<file path="config.mk">
export PLATFORM = sky130hd
export DESIGN_NAME = uart_top
export DESIGN_NICKNAME = d
export VERILOG_FILES = /design/src/uart_top.v /design/src/baud_timer.v /design/src/uart_receiver.v
export VERILOG_INCLUDE_DIRS = /design/src
export SDC_FILE = /design/constraint.sdc
export NUM_CORES = 1
export LEC_CHECK = 0
export ABC_CLOCK_PERIOD_IN_PS = 5100
export BUFFER_PORTS_ARGS = -buffer_cell sky130_fd_sc_hd__buf_2
export CAP_MARGIN = 10
export CORE_MARGIN = 8
export CORE_UTILIZATION = 58
export CTS_BUF_LIST = sky130_fd_sc_hd__clkbuf_8
export CTS_CLUSTER_SIZE = 12
export DETAILED_ROUTE_END_ITERATION = 6
export PLACE_DENSITY = 0.92
export SETUP_SLACK_MARGIN = 0.02
export SLEW_MARGIN = 20
export SYNTH_ARGS = -nofsm -noshare
export SYNTH_HDL_FRONTEND = slang
export SYNTH_HIERARCHICAL = 1
export SYNTH_SLANG_ARGS = --single-unit
</file>
<file path="constraint.sdc">
create_clock -name aclk -period 5.1 [get_ports aclk]
set_input_delay 0.255 -clock aclk [delete_from_list [all_inputs] [get_ports aclk]]
set_output_delay 0.255 -clock aclk [all_outputs]
set_load 0.02 [all_outputs]
</file>
<file path="src/uart_map.vh">
// Register map, field positions, reset values and timing for the UART
`ifndef UART_MAP_VH
`define UART_MAP_VH

// Register byte offsets
`define DATA_BUFFER_OFS   8'h00
`define BAUD_DIVISOR_OFS  8'h04
`define CONTROL_ONE_OFS   8'h08
`define CONTROL_TWO_OFS   8'h0c
`define STATUS_OFS        8'h10

// Control one fields
`define C1_MASTER_EN      7
`define C1_NINE_BIT       6
`define C1_PARITY_EN      5
`define C1_PARITY_TYPE    4
`define C1_TWO_STOP       3
`define C1_BREAK          2
`define C1_RX_BIT8        1
`define C1_TX_BIT8        0

// Control two fields
`define C2_TX_EN          7
`define C2_RX_EN          6
`define C2_HIGH_SPEED     5

// Status fields
`define ST_RX_AVAIL       0
`define ST_OVERRUN        1
`define ST_FRAMING        2
`define ST_PARITY         3
`define ST_NOISE          4
`define ST_TX_IDLE        5
`define ST_TX_EMPTY       6
`define ST_RX_IDLE        7

// Reset values
`define DIVISOR_RST       8'h00
`define CONTROL_RST       8'h00
`define STATUS_RST        8'he0

// Timing
`define OVERSAMPLE        4'hf
`define LOW_SPEED_PRE     2'h3
`define BREAK_BITS        4'hd
`define MID_SAMPLE_A      4'h7
`define MID_SAMPLE_B      4'h8
`define MID_SAMPLE_C      4'h9

// Bus responses
`define RESP_OKAY         2'h0
`define RESP_SLVERR       2'h2

`endif

</file>
<file path="src/uart_top.v">
// UART with baud generator, frame format, data buffer and AXI4-Lite slave
//
// Operation
// RULE1: Bit timing from free-running 8-bit timer
// RULE2: Rate is clock over 64 or 16 times N+1
// RULE3: Divisor takes any value 0 to 255
// RULE4: One data location: write sends, read receives
// RULE5: Frame: start, 8/9 data bits, 1/2 two_stop_select
// RULE6: Even, odd or no parity; format bits select
// RULE7: Parity replaces top bit of data field
// RULE8: Top data bit may mark address character
// RULE9: Reset default eight bits, no parity, one stop
// RULE10: Both directions shift LSB first
// RULE11: Independent directions share format and rate
// RULE12: One or two two_stop_select, independent of length
// RULE13: Pins taken only when all enables set; code takes each pin with master enable and its own direction enable only
// RULE14: TX line high when no frame sent
// RULE15: Master disable frees pins, empties buffers
// RULE16: Disable clears enables, flags; sets idle flags
// RULE17: Disable leaves other control and divisor alone
// RULE18: Disable aborts at once; re-enable resumes config
// RULE19: Receiver oversamples 16x, three-sample majority
// RULE20: Timer reloads divisor at each terminal count
//
// Local design decisions: the register addresses and the AXI4-Lite slave port.
`timescale 1ns/10ps
`include "uart_map.vh"

module uart_top (
	input  wire        aclk,
	input  wire        aresetn,
	input  wire [31:0] s_axi_awaddr,
	input  wire        s_axi_awvalid,
	output reg         s_axi_awready,
	input  wire [31:0] s_axi_wdata,
	input  wire [3:0]  s_axi_wstrb,
	input  wire        s_axi_wvalid,
	output reg         s_axi_wready,
	output reg  [1:0]  s_axi_bresp,
	output reg         s_axi_bvalid,
	input  wire        s_axi_bready,
	input  wire [31:0] s_axi_araddr,
	input  wire        s_axi_arvalid,
	output reg         s_axi_arready,
	output reg  [31:0] s_axi_rdata,
	output reg  [1:0]  s_axi_rresp,
	output reg         s_axi_rvalid,
	input  wire        s_axi_rready,
	input  wire        rx_in,
	output reg         tx_out,
	output reg         tx_oe,
	output reg         rx_owned
);

	localparam T_IDLE  = 2'h0;
	localparam T_START = 2'h1;
	localparam T_DATA  = 2'h2;
	localparam T_STOP  = 2'h3;

	////////////////////////////////////////////////////////////////////////
	// Declarations

	reg  [7:0]  divisor_q;
	reg  [7:0]  ctl1_q;
	reg  [7:0]  ctl2_q;
	reg  [7:0]  status_q;
	reg  [7:0]  tx_hold_q;
	reg         tx_hold8_q;
	reg  [8:0]  rx_buf_q;
	reg  [1:0]  tstate_q;
	reg  [3:0]  tsub_q;
	reg  [3:0]  tbits_q;
	reg  [8:0]  tsh_q;
	reg         tbrk_q;
	reg         tstop2_q;
	reg         aw_got_q;
	reg         w_got_q;
	reg  [31:0] awaddr_q;
	reg  [31:0] wdata_q;
	reg  [3:0]  wstrb_q;
	reg  [7:0]  rd_mux;
	reg         rd_hit;
	reg  [8:0]  tx_field;

	wire        aw_hs;
	wire        w_hs;
	wire        ar_hs;
	wire        do_wr;
	wire [31:0] wr_addr;
	wire [31:0] wr_data;
	wire        wr_lane;
	wire        wr_hit;
	wire        wr_data_reg;
	wire        rd_data_reg;
	wire        master_en;
	wire        tx_run;
	wire        rx_run;
	wire        nine;
	wire        par_en;
	wire        par_odd;
	wire        os_tick;
	wire        bit_end;
	wire        rx_done;
	wire [8:0]  rx_data;
	wire        rx_framing_error_flag;
	wire        rx_parity_error_flag;
	wire        rx_noise;
	wire        rx_idle;
	wire        tx_load;
	wire        tx_frame_end;

	////////////////////////////////////////////////////////////////////////
	// Shared format and enables

	assign master_en = ctl1_q[`C1_MASTER_EN];
	// Pins belong to the UART only with master and direction enables
	assign tx_run    = master_en & ctl2_q[`C2_TX_EN]; // [RULE13]
	assign rx_run    = master_en & ctl2_q[`C2_RX_EN]; // [RULE13]
	// One format for both directions
	assign nine      = ctl1_q[`C1_NINE_BIT]; // [RULE11]
	assign par_en    = ctl1_q[`C1_PARITY_EN];
	assign par_odd   = ctl1_q[`C1_PARITY_TYPE];

	////////////////////////////////////////////////////////////////////////
	// Bus handshakes

	assign aw_hs       = s_axi_awvalid & s_axi_awready;
	assign w_hs        = s_axi_wvalid & s_axi_wready;
	assign ar_hs       = s_axi_arvalid & s_axi_arready;
	assign do_wr       = (aw_got_q | aw_hs) & (w_got_q | w_hs) & !s_axi_bvalid;
	assign wr_addr     = aw_got_q ? awaddr_q : s_axi_awaddr;
	assign wr_data     = w_got_q ? wdata_q : s_axi_wdata;
	assign wr_lane     = w_got_q ? wstrb_q[0] : s_axi_wstrb[0];
	assign wr_hit      = (wr_addr[31:5] == 27'h0) && (wr_addr[1:0] == 2'h0) &&
	                     (wr_addr[7:0] <= `STATUS_OFS);
	assign wr_data_reg = do_wr & wr_lane & wr_hit &
	                     (wr_addr[7:0] == `DATA_BUFFER_OFS);
	assign rd_data_reg = ar_hs &
	                     (s_axi_araddr == {24'h0, `DATA_BUFFER_OFS});

	// Channel ready and response flags
	always @(posedge aclk) begin
		if (!aresetn) begin
			s_axi_awready <= 1'b1;
			s_axi_wready  <= 1'b1;
			s_axi_bvalid  <= 1'b0;
			s_axi_bresp   <= `RESP_OKAY;
			aw_got_q      <= 1'b0;
			w_got_q       <= 1'b0;
			awaddr_q      <= 32'h0;
			wdata_q       <= 32'h0;
			wstrb_q       <= 4'h0;
		end else begin
			if (aw_hs) begin
				s_axi_awready <= 1'b0;
				awaddr_q      <= s_axi_awaddr;
			end else if (s_axi_bvalid && s_axi_bready) begin
				s_axi_awready <= 1'b1;
			end
			if (w_hs) begin
				s_axi_wready <= 1'b0;
				wdata_q      <= s_axi_wdata;
				wstrb_q      <= s_axi_wstrb;
			end else if (s_axi_bvalid && s_axi_bready) begin
				s_axi_wready <= 1'b1;
			end
			if (do_wr) begin
				aw_got_q     <= 1'b0;
				w_got_q      <= 1'b0;
				s_axi_bvalid <= 1'b1;
				s_axi_bresp  <= wr_hit ? `RESP_OKAY : `RESP_SLVERR;
			end else begin
				if (aw_hs)
					aw_got_q <= 1'b1;
				if (w_hs)
					w_got_q <= 1'b1;
				if (s_axi_bready)
					s_axi_bvalid <= 1'b0;
			end
		end
	end

	// Read mux; unmapped offsets read zero with an error response
	always @* begin
		rd_mux = 8'h00;
		rd_hit = 1'b1;
		case (s_axi_araddr)
		{24'h0, `DATA_BUFFER_OFS}:  rd_mux = rx_buf_q[7:0]; // [RULE4]
		{24'h0, `BAUD_DIVISOR_OFS}: rd_mux = divisor_q;
		{24'h0, `CONTROL_ONE_OFS}:  rd_mux = ctl1_q;
		{24'h0, `CONTROL_TWO_OFS}:  rd_mux = ctl2_q;
		{24'h0, `STATUS_OFS}:       rd_mux = status_q;
		default:                    rd_hit = 1'b0;
		endcase
	end

	// Read channel; one read at a time
	always @(posedge aclk) begin
		if (!aresetn) begin
			s_axi_arready <= 1'b1;
			s_axi_rvalid  <= 1'b0;
			s_axi_rdata   <= 32'h0;
			s_axi_rresp   <= `RESP_OKAY;
		end else if (ar_hs) begin
			s_axi_arready <= 1'b0;
			s_axi_rvalid  <= 1'b1;
			s_axi_rdata   <= {24'h0, rd_mux};
			s_axi_rresp   <= rd_hit ? `RESP_OKAY : `RESP_SLVERR;
		end else if (s_axi_rvalid && s_axi_rready) begin
			s_axi_rvalid  <= 1'b0;
			s_axi_arready <= 1'b1;
		end
	end

	////////////////////////////////////////////////////////////////////////
	// Configuration registers

	// Disable clears only enables and break; the rest is kept
	always @(posedge aclk) begin
		if (!aresetn) begin
			divisor_q <= `DIVISOR_RST;
			ctl1_q    <= `CONTROL_RST; // [RULE9]
			ctl2_q    <= `CONTROL_RST;
		end else begin
			if (do_wr && wr_lane && wr_hit) begin
				case (wr_addr[7:0])
				`BAUD_DIVISOR_OFS: divisor_q <= wr_data[7:0]; // [RULE3]
				`CONTROL_ONE_OFS:
					ctl1_q <= {wr_data[7:2], ctl1_q[1], wr_data[0]};
				`CONTROL_TWO_OFS:  ctl2_q <= wr_data[7:0];
				default: ;
				endcase
			end
			// Received ninth bit shows in control one
			if (rx_done && !status_q[`ST_RX_AVAIL])
				ctl1_q[`C1_RX_BIT8] <= rx_data[8];
			if (!master_en) begin
				ctl2_q[`C2_TX_EN] <= 1'b0; // [RULE16] [RULE17]
				ctl2_q[`C2_RX_EN] <= 1'b0; // [RULE16]
				ctl1_q[`C1_BREAK] <= 1'b0; // [RULE16]
			end
		end
	end

	////////////////////////////////////////////////////////////////////////
	// Baud generator and receiver

	// Timer runs while the UART is on; new divisor taken at next reload
	baud_timer u_baud (
		.aclk       (aclk),
		.aresetn    (aresetn),
		.enable     (master_en),
		.high_speed (ctl2_q[`C2_HIGH_SPEED]),
		.divisor    (divisor_q),
		.os_tick    (os_tick)
	);

	uart_receiver u_rx (
		.aclk       (aclk),
		.aresetn    (aresetn),
		.enable     (rx_run),
		.os_tick    (os_tick),
		.rx_in      (rx_in),
		.nine_bit   (nine),
		.parity_en  (par_en),
		.parity_odd (par_odd),
		.done       (rx_done),
		.data       (rx_data),
		.framing_error_flag       (rx_framing_error_flag),
		.parity_error_flag       (rx_parity_error_flag),
		.noise      (rx_noise),
		.idle       (rx_idle)
	);

	////////////////////////////////////////////////////////////////////////
	// Transmitter

	assign bit_end      = os_tick & (tsub_q == `OVERSAMPLE);
	// Frames start on a tick so the start bit is a full sixteen ticks
	assign tx_load      = (tstate_q == T_IDLE) & tx_run & os_tick &
	                      !status_q[`ST_TX_EMPTY];
	assign tx_frame_end = (tstate_q == T_STOP) & bit_end & !tstop2_q;

	// Data field; parity takes the top position when enabled
	always @* begin
		tx_field = {tx_hold8_q, tx_hold_q}; // [RULE8]
		if (nine && par_en)
			tx_field[8] = (^tx_hold_q) ^ par_odd; // [RULE7]
		else if (!nine && par_en)
			tx_field = {1'b0, (^tx_hold_q[6:0]) ^ par_odd, tx_hold_q[6:0]};
		else if (!nine)
			tx_field = {1'b0, tx_hold_q};
	end

	// Frame sequencer; data has priority over a pending break
	always @(posedge aclk) begin
		if (!aresetn || !tx_run) begin
			tstate_q <= T_IDLE; // [RULE18]
			tsub_q   <= 4'h0;
			tbits_q  <= 4'h0;
			tsh_q    <= 9'h000;
			tbrk_q   <= 1'b0;
			tstop2_q <= 1'b0;
		end else begin
			if (tstate_q != T_IDLE && os_tick)
				tsub_q <= tsub_q + 4'h1;
			case (tstate_q)
			T_IDLE: begin
				tsub_q <= 4'h0;
				if (tx_load) begin
					tstate_q <= T_START;
					tsh_q    <= tx_field;
					tbits_q  <= nine ? 4'h9 : 4'h8; // [RULE5]
					tbrk_q   <= 1'b0;
				end else if (ctl1_q[`C1_BREAK] && os_tick) begin
					tstate_q <= T_START;
					tsh_q    <= 9'h000;
					tbits_q  <= `BREAK_BITS;
					tbrk_q   <= 1'b1;
				end
			end
			T_START: begin
				if (bit_end)
					tstate_q <= T_DATA;
			end
			T_DATA: begin
				if (bit_end) begin
					tsh_q   <= {1'b0, tsh_q[8:1]}; // [RULE10]
					tbits_q <= tbits_q - 4'h1;
					if (tbits_q == 4'h1) begin
						if (tbrk_q && ctl1_q[`C1_BREAK]) begin
							tstate_q <= T_START;
							tbits_q  <= `BREAK_BITS;
						end else begin
							tstate_q <= T_STOP;
							tstop2_q <= ctl1_q[`C1_TWO_STOP]; // [RULE12]
						end
					end
				end
			end
			T_STOP: begin
				if (bit_end) begin
					if (tstop2_q)
						tstop2_q <= 1'b0;
					else
						tstate_q <= T_IDLE;
				end
			end
			default: tstate_q <= T_IDLE;
			endcase
		end
	end

	// Pin drive from flops; line sits high between frames
	always @(posedge aclk) begin
		if (!aresetn) begin
			tx_out   <= 1'b1;
			tx_oe    <= 1'b0;
			rx_owned <= 1'b0;
		end else begin
			tx_oe    <= tx_run; // [RULE13] [RULE15]
			rx_owned <= rx_run; // [RULE15]
			// A released pin goes high on the same edge as its enable drops
			case (tx_run ? tstate_q : T_IDLE)
			T_START: tx_out <= 1'b0;
			T_DATA:  tx_out <= tsh_q[0];
			default: tx_out <= 1'b1; // [RULE14]
			endcase
		end
	end

	////////////////////////////////////////////////////////////////////////
	// Buffers and status flags

	// Hardware sets win over software clears on the same edge
	always @(posedge aclk) begin
		if (!aresetn) begin
			status_q   <= `STATUS_RST;
			tx_hold_q  <= 8'h00;
			tx_hold8_q <= 1'b0;
			rx_buf_q   <= 9'h000;
		end else if (!master_en) begin
			status_q   <= `STATUS_RST; // [RULE15] [RULE16]
			rx_buf_q   <= 9'h000;
		end else begin
			status_q[`ST_RX_IDLE] <= rx_idle;
			// Write only while holding is empty; clears both tx flags
			if (wr_data_reg && status_q[`ST_TX_EMPTY]) begin
				tx_hold_q               <= wr_data[7:0]; // [RULE4]
				tx_hold8_q              <= ctl1_q[`C1_TX_BIT8];
				status_q[`ST_TX_EMPTY]  <= 1'b0;
				status_q[`ST_TX_IDLE]   <= 1'b0;
			end
			if (tx_load)
				status_q[`ST_TX_EMPTY] <= 1'b1;
			if (tx_frame_end && !tbrk_q)
				status_q[`ST_TX_IDLE] <= 1'b1;
			if (!tx_run)
				status_q[`ST_TX_EMPTY] <= 1'b1;
			if (rd_data_reg)
				status_q[`ST_RX_AVAIL] <= 1'b0;
			// Single holding word; a frame landing on a full one is lost
			if (rx_done) begin
				if (status_q[`ST_RX_AVAIL] && !rd_data_reg) begin
					status_q[`ST_OVERRUN] <= 1'b1;
				end else begin
					rx_buf_q               <= rx_data;
					status_q[`ST_RX_AVAIL] <= 1'b1;
					status_q[`ST_FRAMING]  <= rx_framing_error_flag;
					status_q[`ST_PARITY]   <= rx_parity_error_flag;
					status_q[`ST_NOISE]    <= rx_noise;
				end
			end
		end
	end

endmodule // uart_top

</file>
<file path="src/baud_timer.v">
// Baud timer producing the sixteen-times oversampling tick
`timescale 1ns/10ps
`include "uart_map.vh"

module baud_timer (
	input  wire       aclk,
	input  wire       aresetn,
	input  wire       enable,
	input  wire       high_speed,
	input  wire [7:0] divisor,
	output reg        os_tick
);

	reg  [1:0] pre_q;
	reg  [7:0] timer_q;
	wire       pre_tick;

	// Low speed divides by four more so a bit is 64 clocks per count
	assign pre_tick = high_speed | (pre_q == `LOW_SPEED_PRE); // [RULE2]

	// Free-running 8-bit timer, reloads divisor at terminal count
	always @(posedge aclk) begin
		if (!aresetn || !enable) begin
			pre_q   <= 2'h0;
			timer_q <= 8'h00;
			os_tick <= 1'b0;
		end else begin
			pre_q   <= pre_q + 2'h1;
			os_tick <= 1'b0;
			if (pre_tick) begin
				if (timer_q == 8'h00) begin
					timer_q <= divisor; // [RULE1] [RULE3] [RULE20]
					os_tick <= 1'b1;
				end else begin
					timer_q <= timer_q - 8'h01;
				end
			end
		end
	end

endmodule // baud_timer

</file>
<file path="src/uart_receiver.v">
// Receive shifter with three-sample majority recovery
`timescale 1ns/10ps
`include "uart_map.vh"

module uart_receiver (
	input  wire       aclk,
	input  wire       aresetn,
	input  wire       enable,
	input  wire       os_tick,
	input  wire       rx_in,
	input  wire       nine_bit,
	input  wire       parity_en,
	input  wire       parity_odd,
	output reg        done,
	output reg  [8:0] data,
	output reg        framing_error_flag,
	output reg        parity_error_flag,
	output reg        noise,
	output reg        idle
);

	localparam S_IDLE = 1'b0;
	localparam S_BUSY = 1'b1;

	reg        state_q;
	reg  [3:0] sub_q;
	reg  [3:0] bit_q;
	reg  [2:0] smp_q;
	reg  [8:0] sh_q;
	reg        nz_q;
	wire [2:0] s3;
	wire       maj;
	wire [3:0] last;
	wire [8:0] field;
	wire       par_x;

	assign s3    = {smp_q[1:0], rx_in};
	// Majority of three samples at mid-bit
	assign maj   = (s3[0] & s3[1]) | (s3[0] & s3[2]) | (s3[1] & s3[2]); // [RULE19]
	assign last  = nine_bit ? 4'ha : 4'h9;
	// Both lengths fill from the top; eight-bit words end up in bits 8:1
	assign field = {maj, sh_q[8:1]};
	// Bit 0 holds a stale bit in eight-bit mode, so keep it out of parity
	assign par_x = nine_bit ? ^sh_q : ^sh_q[8:1];

	// Start detect, then one bit every sixteen ticks, LSB first
	always @(posedge aclk) begin
		if (!aresetn || !enable) begin
			state_q <= S_IDLE;
			sub_q   <= 4'h0;
			bit_q   <= 4'h0;
			smp_q   <= 3'h0;
			sh_q    <= 9'h000;
			nz_q    <= 1'b0;
			done    <= 1'b0;
			data    <= 9'h000;
			framing_error_flag    <= 1'b0;
			parity_error_flag    <= 1'b0;
			noise   <= 1'b0;
			idle    <= 1'b1;
		end else begin
			done <= 1'b0;
			idle <= (state_q == S_IDLE);
			case (state_q)
			S_IDLE: begin
				if (os_tick && !rx_in) begin
					state_q <= S_BUSY;
					sub_q   <= 4'h1;
					bit_q   <= 4'h0;
					nz_q    <= 1'b0;
				end
			end
			S_BUSY: begin
				if (os_tick) begin
					sub_q <= sub_q + 4'h1;
					if (sub_q == `MID_SAMPLE_A || sub_q == `MID_SAMPLE_B)
						smp_q <= {smp_q[1:0], rx_in};
					if (sub_q == `MID_SAMPLE_C) begin
						if (s3 != 3'h0 && s3 != 3'h7)
							nz_q <= 1'b1;
						if (bit_q == 4'h0 && maj) begin
							state_q <= S_IDLE; // False start
						end else if (bit_q == last) begin
							state_q <= S_IDLE;
							done    <= 1'b1;
							data    <= nine_bit ? sh_q : {1'b0, sh_q[8:1]};
							framing_error_flag    <= !maj; // [RULE12]
							parity_error_flag    <= parity_en & (par_x ^ parity_odd); // [RULE6]
							noise   <= nz_q | (s3 != 3'h0 && s3 != 3'h7);
						end else if (bit_q != 4'h0) begin
							sh_q <= field; // [RULE10]
						end
					end
					if (sub_q == `OVERSAMPLE)
						bit_q <= bit_q + 4'h1;
				end
			end
			default: state_q <= S_IDLE;
			endcase
		end
	end

endmodule // uart_receiver

</file>
---- After elaboration in Yosys (flattened, before gate mapping) ----
Cells that the tools add are included.
Widths: inputs -> output; s select.
word-level totals
  register bits ........................... 179
  bits of input ports ..................... 108
  logic and storage cells ................. 290
operators by class
  add/subtract/negate cells ............... 6
  order comparisons ....................... 1
  equal/unequal tests ..................... 33
  mux-type cells .......................... 79
  bitwise operators ....................... 40
  reductions and logical operators ........ 80
operators by type and width
  operator             number
  $eq 32x4->1 const B  2
  $mux 9               6
  $mux 4               10
  $pmux 8 s5           1
  $mux 1               36
  $eq 32x3->1 const B  1
  $eq 32x5->1 const B  1
  $logic_not 32->1     1
  $mux 32              1
  $logic_not 27->1     1
  $mux 2               13
  $mux 8               3
  $pmux 4 s2           3
  $ne 2x2->1 const B   11
  $and 1x1->1          21
  $logic_and 1x1->1    18
  $pmux 9 s2           1
  $reduce_and 2->1     9
  $eq 4x4->1 const B   4
  $eq 8x4->1 const B   2
  $logic_not 8->1      2
  $reduce_bool 2->1    8
  $reduce_xor 8->1     2
  $logic_not 1->1      13
  other kinds (33)     69

---- Longest topological paths before layout ----
Gate-level depths: netlist (run 1).
  depth after elaboration ................. 9
  gate-level depth with buffers ........... 8
  depth with buffers taken out ............ 7

---- Hierarchy ----
The synthesis (run 1) kept the hierarchy.
modules (own cells, without submodules)
  module         times used  cells an instance  area an instance (µm²)  sequential area each (µm²)
  uart_top       1           703                6,165.9                 2,622.5
  uart_receiver  1           194                1,765.4                 700.7
  baud_timer     1           70                 606.8                   220.2

---- Worst setup path after synthesis (run 1) ----
No wires, ideal clock.
  kind .................................... register to register
  start ................................... register s_axi_awready
  end ..................................... register tx_hold8_q
  setup time .............................. 121 ps
  arrival ................................. 1,977 ps
  required time ........................... 4,979 ps
  setup slack ............................. 3,003 ps
  cell stages (with the launch flop) ...... 7
  buffers on the path ..................... 1
  cells stage by stage .................... dfxtp_1 -> a21oi_1 -> or3_4 -> nor4_4 -> nand4_1 -> buf_4 -> mux2i_1
between the ends
  longest elaborated chain between the ends .. 9
ends and longest elaborated chain
  item                        line            RTL
  start, declared             uart_top.v:34   output reg s_axi_awready,
  start signal, assigned      uart_top.v:144  s_axi_awready <= 1'b1;
  start signal, assigned      uart_top.v:155  s_axi_awready <= 1'b0;
  start signal, assigned      uart_top.v:158  s_axi_awready <= 1'b1;
  $and 1x1->1                 uart_top.v:127  assign aw_hs = s_axi_awvalid & s_axi_awready;
  $or 1x1->1                  uart_top.v:130  assign do_wr = (aw_got_q | aw_hs) & (w_got_q | w_hs) & !s_axi_bvalid;
  $and 1x1->1 (2 in a row)    uart_top.v:130
  $and 1x1->1 (3 in a row)    uart_top.v:136  assign wr_data_reg = do_wr & wr_lane & wr_hit &
  $logic_and 1x1->1           uart_top.v:388  if (wr_data_reg && status_q[`ST_TX_EMPTY]) begin
  $reduce_and 2->1 (no line)  -
  end signal, assigned        uart_top.v:390  tx_hold8_q <= ctl1_q[`C1_TX_BIT8];
  end, declared               uart_top.v:68   reg tx_hold8_q;
Every way passes these cells.
A chain may end at the register's enable or synchronous reset.

---- Worst setup path in the final report (run 1) ----
  start ................................... register aw_got_q
  end ..................................... register tx_hold_q[7]
between the ends
  longest elaborated chain between the ends .. 8
ends and longest elaborated chain
  item                                                line            RTL
  start, declared                                     uart_top.v:76   reg aw_got_q;
  start signal, assigned                              uart_top.v:148  aw_got_q <= 1'b0;
  start signal, assigned                              uart_top.v:168  aw_got_q <= 1'b0;
  start signal, assigned                              uart_top.v:174  aw_got_q <= 1'b1;
  branches (longest 5 deep; another with $le 8x5->1)  -
  $and 1x1->1 *                                       uart_top.v:136
  $logic_and 1x1->1 *                                 uart_top.v:388
  $reduce_and 2->1 (no line) *                        -
  end signal, assigned                                uart_top.v:389  tx_hold_q <= wr_data[7:0];
  end, declared                                       uart_top.v:67   reg [7:0] tx_hold_q;
Mark *: on every way between the ends.

==> flow_summary.yaml, run 1 <==
global_routing:
  grt_util_met3_pct: 4.56
  grt_pass1_vias: 7183
  antenna_found_initial: 0
  use_met2_pct: 38.7
  grt_pass1_wl_um: 34400
  grt_max_degree: 74
  grt.busiest_layer: "met2"
  met1_usage_pct: 26.2
  overflow: 0
  gr-usage-all-layers_pct: 22.4
power_and_ir_drop:
  power_density_mw_per_mm2: 274
  peakVddDrop_v: 0.000231
  leakage_uw: 0.00352
synthesis:
  synth_area_mm2: 0.00854
  yosys_warnings: 6
  yosysUniqueCellTypes: 71
  synth_edf_count: 0
  synthCells: 967
  synthArstFlopShare_pct: 0
  ys_ff_latch: 177
  synthFlopType: "dfxtp_1"
  synth.avg_cell_area_um2: 8.83
  ys_seq_area_share_pct: 41.5
clock_tree:
  cts_hold_buf: 0
  htreeDepth: 4
  cts.sinks: 177
  clock-root-buffer: "clkbuf_8"
  clkTransAtPathRegs_ns: 0.09
  post-cts-setup-buffers: 0
  clock_path_buffers: 2
  cts_resized: 0
  cts_tree: "built"
  numCtsBuffers: 17
  clk_latency_ns: 0.47
place:
  gp_congestion: 0.873
  io_buffers: 98
  dpl.hpwl_um: 14500
  place_ws_ns: 2.09
  place_area_mm2: 0.00898
run:
  timing.max_cap.violations: 0
setup_path:
  cp_data_required_time_ns: 5.48
  arrival_ns: 3.52
  crit_fanout: 21
  slowest_delay_ns: 0.77
  worstRegToRegCells: 5
  slowest_stage: "dfxtp_1"
  end_kind: "flip-flop"
  start_kind: "flip-flop"
  crit_chain: "nor4b_1 > a22oi_1 > nor4_4 > nand4_1 > mux2i_1"
  crit_type: "flip-flop to flip-flop"
route:
  ant_nets: 0
  dr_total_vias: 7474
  drtPass1Iterations: 5
  wl_per_cell_um: 17.1
  drt-total-wl_um: 21100
  vias_per_cell: 6.07
  drtIter0Drc: 643
  drc: 0
die:
  die_w_um: 137
  core_mm2: 0.0145
  fp-row-count: 44
  start_util_pct: 59.0
  ioPinCount: 152
  die_area_mm2: 0.0189
  chipHeight_um: 137
sta:
  min_period_ns: 3.14
  hold_violations: 0
  clock.fmax_mhz: 319
  finalCritPeriodShare_pct: 61.5
  setup_viol: 0
  fin_ws_ns: 1.96
  tns_ns: 0
  skew_ns: 0.0171
  whs_ns: 0.0380
  maxSlewHeadroom_pct: 31.4
  rsz0062_at_grt: "false"
  tightestPinTransition_ns: 1.02
  drv_slew: 0
min_path:
  hp-class: "primary input to flip-flop"
  whs_path_depth: 3
cells_and_area:
  num_antenna_cells: 0
  final_core_util_pct: 64.8
  drive_gt1_share_pct: 17.7
  nets: 1155
  design_area_mm2: 0.00938
  area_growth_pct: 9.88
status:
  run_status: "finished, final reports clean"
-- Yosys cell counts (all sizes together), types with 3 or more instances --
library cell	instances	area [µm²]
a211oi	18	175
a21boi	45	338
a21o	3	22.5
a21oi	48	240
a22oi	14	110
a311oi	3	26.3
a31oi	6	37.5
a32oi	17	149
and2	7	43.8
and3	5	31.3
buf	40	272
clkbuf	38	143
dfxtp	177	3540
ha	11	138
inv	21	78.8
mux2	25	282
mux2i	48	480
nand2	156	586
nand2b	14	87.6
nand3	32	160
nand3b	9	67.6
nand4	16	145
nand4b	5	43.8
nor2	53	199
nor2b	6	37.5
nor3	17	85.1
nor3b	4	30.0
nor4	21	183
o2111ai	3	26.3
o21ai	50	250
or3	5	38.8
xnor2	13	114
xor2	3	26.3
-- logic make-up (layout without fill, tap and decap cells) --
group                      count (synthesis)  count (layout)  synth area share (%)
buffers and inverters                     99             155                  5.77
AOI/OAI and AO/OA                        227             227                  18.4
other                                      1              26                0.0439
muxes                                     73              73                  8.92
adders and majority gates                 12              12                  1.73
DFF                                      177             177                  41.5
xor gates and xnor gates                  18              18                  2.17
and+or+nand+nor                          360             360                  21.4
-- per-stage QoR --
| step | instances | power [µW] |
|---|---|---|
| floorplan | 992 | 1600 |
| global placement | 1201 | 1650 |
| detailed placement | 1201 | 1650 |
| CTS | 1232 | 2580 |
| global route | 1232 | 2670 |
| finish | 1232 | 2570 |
-- power breakdown --
part	internal (µW)	leakage [µW]	switching (µW)	total [µW]
Clock	430	0.000181	518	948
Sequential	1410	0.00143	22.9	1430
Combinational	71.7	0.00190	124	196
Total	1910	0.00352	665	2570
-- critical path: cells and delay by family, from the launching register on --
family,cells,cell delay (ns)
muxes,1,0.33
and+or+nand+nor,3,1.73
DFF,1,0.77
AOI/OAI and AO/OA,1,0.21
-- cells in the final DEF, fill, tap and decap left out, types with 10 or more instances in the layout --
cell type  synthesis  layout
dfxtp_1          177     177
ha_1              11      11
conb_1             1      26
nand3_1           32      32
inv_1             21      24
buf_2              7      98
a211oi_1          10      10
nand4_1           13      13
a32oi_1           17      17
nor3_1            17      17
clkbuf_8           0      17
o21ai_0           50      50
nor4_1            17      16
xnor2_1           13      13
a22oi_1           13      13
a21oi_1           48      48
nand2b_1          14      14
nor2_1            53      53
mux2i_1           48      48
nand2_1          156     155
a21boi_0          45      45
mux2_2            25      25
-- state kept, by name, summed over array words and instances, names as in the netlist, 2 cells and up --
signal	count
rx_buf_q	8
awaddr_q	32
u_rx/sh_q	9
u_rx/data	9
u_rx/sub_q	4
wdata_q	8
u_baud/pre_q	2
tx_hold_q	8
tsub_q	4
s_axi_rdata	8
tstate_q	2
ctl2_q	8
u_rx/bit_q	4
u_rx/smp_q	2
ctl1_q	8
tbits_q	4
divisor_q	8
tsh_q	9
u_baud/timer_q	8
status_q	8
-- area by class of cell --
class | count | area [µm²]
fill | 1099 | 5100
multi-input combinational | 716 | 4620
sequential | 177 | 3540
timing repair buffer | 103 | 528
clock buffer | 17 | 234
tap | 184 | 230
clock inverter | 14 | 143
inverter | 21 | 78.8
-- per-layer routing --
layer | up-vias | wire, µm | part of all wire (%)
met5 | - | 0 | 0
met1 | 3539 | 8330 | 39
li1 | 3547 | - | -
met4 | 0 | 641 | 3.0
met2 | 313 | 10600 | 50
met3 | 75 | 1530 | 7.2
-- worst paths after layout --
kind                                                 start                         end  slack [ns]
worst max-delay path                 aw_got_q$_SDFFE_PP0P_   tx_hold_q[7]$_SDFFE_PN0P_        1.96
worst min register to register  u_baud/pre_q[0]$_SDFF_PP0_  u_baud/pre_q[0]$_SDFF_PP0_        0.43
worst min-delay path                      s_axi_awaddr[12]   awaddr_q[12]$_SDFFE_PN0P_        0.04
worst max register to register       aw_got_q$_SDFFE_PP0P_   tx_hold_q[7]$_SDFFE_PN0P_        1.96
No activity file was read; power rests on OpenSTA's default activity.
==> inputs of run 2 (changes only) <==
- ABC_AREA: unset -> 1
- ABC_CLOCK_PERIOD_IN_PS: 5100 -> 3200
- clock period: 5.1 -> 3.2 ns (I/O delays scaled with it)
==> run 2 against run 1 <==
  * Clock power increased by 59%
  * Die area increased by 3.7%
  * Register-to-register slack got worse by 1.3 ns
  * Synthesized cell count increased by 36%
  * Largest power group unchanged
  * Routed wire length increased by 8.7%
==> flow_summary.yaml, run 2 <==
status:
  run_status: "finished, final reports clean"
sta:
  tightestPinTransition_ns: 1.03
  finalCritPeriodShare_pct: 78.6
  drv_slew: 0
  min_period_ns: 2.51
  setup_viol: 0
  maxSlewHeadroom_pct: 30.9
  tns_ns: 0
  skew_ns: 0.0161
  clock.fmax_mhz: 398
  hold_violations: 0
  rsz0062_at_grt: "false"
die:
  chipHeight_um: 140
  die_w_um: 140
  die_area_mm2: 0.0196
  core_mm2: 0.0151
  start_util_pct: 59.0
  ioPinCount: 152
  fp-row-count: 45
cells_and_area:
  layout_commonest_cell: "nand2_1"
  final_cell_mix: "nand2_1 (261), nor2_1 (232), dfxtp_1 (177)"
  drive_gt1_share_pct: 13.5
  nets: 1548
  area_growth_pct: 13.5
  regMostFlops: "awaddr_q"
  largest_register_ff_count: 32
  num_antenna_cells: 0
synthesis:
  synth.avg_cell_area_um2: 6.77
  synthArstFlopShare_pct: 0
  yosysUniqueCellTypes: 40
  ys_seq_area_share_pct: 39.8
  ys_top_cells_by_count: "nand2_1 (261), nor2_1 (232), dfxtp_1 (177)"
  yosys_warnings: 6
  synthFlopType: "dfxtp_1"
  post-synth-top-area-fraction_pct: 39.8
  synth_edf_count: 0
  synthTopCellsByArea: "dfxtp_1 (40%), nand2_1 (11%), nor2_1 (9.8%)"
  synth_area_mm2: 0.00890
  synth.most_common_cell: "nand2_1"
  yosysTopAreaCell: "dfxtp_1"
  synthCells: 1315
  ys_ff_latch: 177
setup_path:
  crit_fanout: 13
  start_kind: "flip-flop"
  reg2reg_setup_slack_ns: 0.69
  crit_type: "flip-flop to flip-flop"
  slowest_delay_ns: 0.65
  slowest_stage: "dfxtp_1"
  setup.worst_path.start: "aw_got_q$_SDFFE_PP0P_"
  end_kind: "flip-flop"
  arrival_ns: 2.92
  crit_chain: "inv_2 > nor2_1 > nand3_1 > nand2_1 > nand2_1 > nor2_2 > nand2_2 > nor2_4 > nand2_1 > inv_1 > nor2_1 > nor2_1"
  r2r_start: "aw_got_q$_SDFFE_PP0P_"
  critical_path.endpoint: "ctl1_q[3]$_SDFFE_PN0P_"
  r2r_end: "ctl1_q[3]$_SDFFE_PN0P_"
  worstRegToRegCells: 12
  cp_data_required_time_ns: 3.61
clock_tree:
  cts_tree: "built"
  clock-root-buffer: "clkbuf_8"
  cts.sinks: 177
  numCtsBuffers: 17
  htreeDepth: 4
  clock_path_buffers: 2
  clkTransAtPathRegs_ns: 0.11
  post-cts-setup-buffers: 0
  clk_latency_ns: 0.48
route:
  dr_total_vias: 8794
  wl_per_cell_um: 14.1
  vias_per_cell: 5.40
  drtPass1Iterations: 5
  drt-total-wl_um: 23000
  drc: 0
  ant_nets: 0
  drtIter0Drc: 615
place:
  gp_congestion: 0.897
  dpl.hpwl_um: 15800
  io_buffers: 98
global_routing:
  grt_max_degree: 54
  grt_pass1_wl_um: 37700
  gr-usage-all-layers_pct: 23.0
  antenna_found_initial: 0
  overflow: 0
  grt_pass1_vias: 8276
power_and_ir_drop:
  peakVddDrop_v: 0.000364
  power_density_mw_per_mm2: 420
  leakage_uw: 0.00430
  p_total_uw: 4240
min_path:
  hp-class: "primary input to flip-flop"
run:
  timing.max_cap.violations: 0
run 2: per-layer routing:
layer | vias to the layer above | track usage, % | wire length, µm
li1 | 4410 | - | -
met1 | 3972 | 26.0 | 9270
met2 | 340 | 40.0 | 11300
met3 | 72 | 5.51 | 1640
met4 | 0 | 11.0 | 716
met5 | - | 0 | 0
run 2: repair_timing:
item | CTS | global route
hold buffers | 40 | 0
resized for setup | 0 | 0
hold endpoints to repair | 41 | 0
run 2: power by group:
group          internal, µW  switching (µW)  total, µW
clock network           641             874       1510
logic                   159             266        425
registers              2260            39.9       2300
run 2: critical path, delay by kind of cell, from the launching register on:
| kind | cells | cell delay (ns) |
|---|---|---|
| flip-flops | 1 | 0.65 |
| AND/OR/NAND/NOR | 10 | 1.36 |
| buffers and inverters | 2 | 0.43 |
run 2: cells by family after synthesis:
group / synth area share [%]
flip-flops: 39.8
XOR/XNOR: 1.08
AND/OR/NAND/NOR: 30.9
AO/OA/AOI/OAI: 15.7
buffers and inverters: 10.9
other: 0.0422
adder cells (fa/ha/maj): 1.55
run 2: worst min-delay path by stage:
stage	from	endpoint	slack [ns]	depth (start not counted)
2_1_floorplan	s_axi_wstrb[0]	wstrb_q[0]$_SDFFE_PN0P_	0.30	2
3_3_place_gp	u_rx/idle$_SDFF_PP1_	status_q[7]$_SDFF_PN1_	0.40	1
3_5_place_dp	u_baud/pre_q[0]$_SDFF_PP0_	u_baud/pre_q[0]$_SDFF_PP0_	0.41	1
4_1_cts	s_axi_awaddr[3]	awaddr_q[3]$_SDFFE_PN0P_	0.004	3
5_1_grt	s_axi_wdata[7]	wdata_q[7]$_SDFFE_PN0P_	0.007	3
6_report	s_axi_wdata[7]	wdata_q[7]$_SDFFE_PN0P_	0.008	3
run 2: metrics by stage:
step	hold slack (ns)	util, %	worst slack [ns]	std cells	instance area (µm²)
detailed placement	0.411	61.7	0.771	1558	9310
floorplan	0.303	-	1.52	1340	8990
finish	0.00775	66.9	0.685	1630	10100
global route	0.00666	66.9	0.370	1630	10100
CTS	0.00357	66.9	0.723	1630	10100
global placement	0.396	61.7	0.813	1558	9310
run 2: area by class of cell:
class | count | area [µm²]
fillers | 1225 | 4990
well taps | 188 | 235
clock buffers | 17 | 234
multi-input cells | 954 | 4480
inverters | 132 | 495
clock inverters | 15 | 155
flip-flops and latches | 177 | 3540
repair buffers | 147 | 958
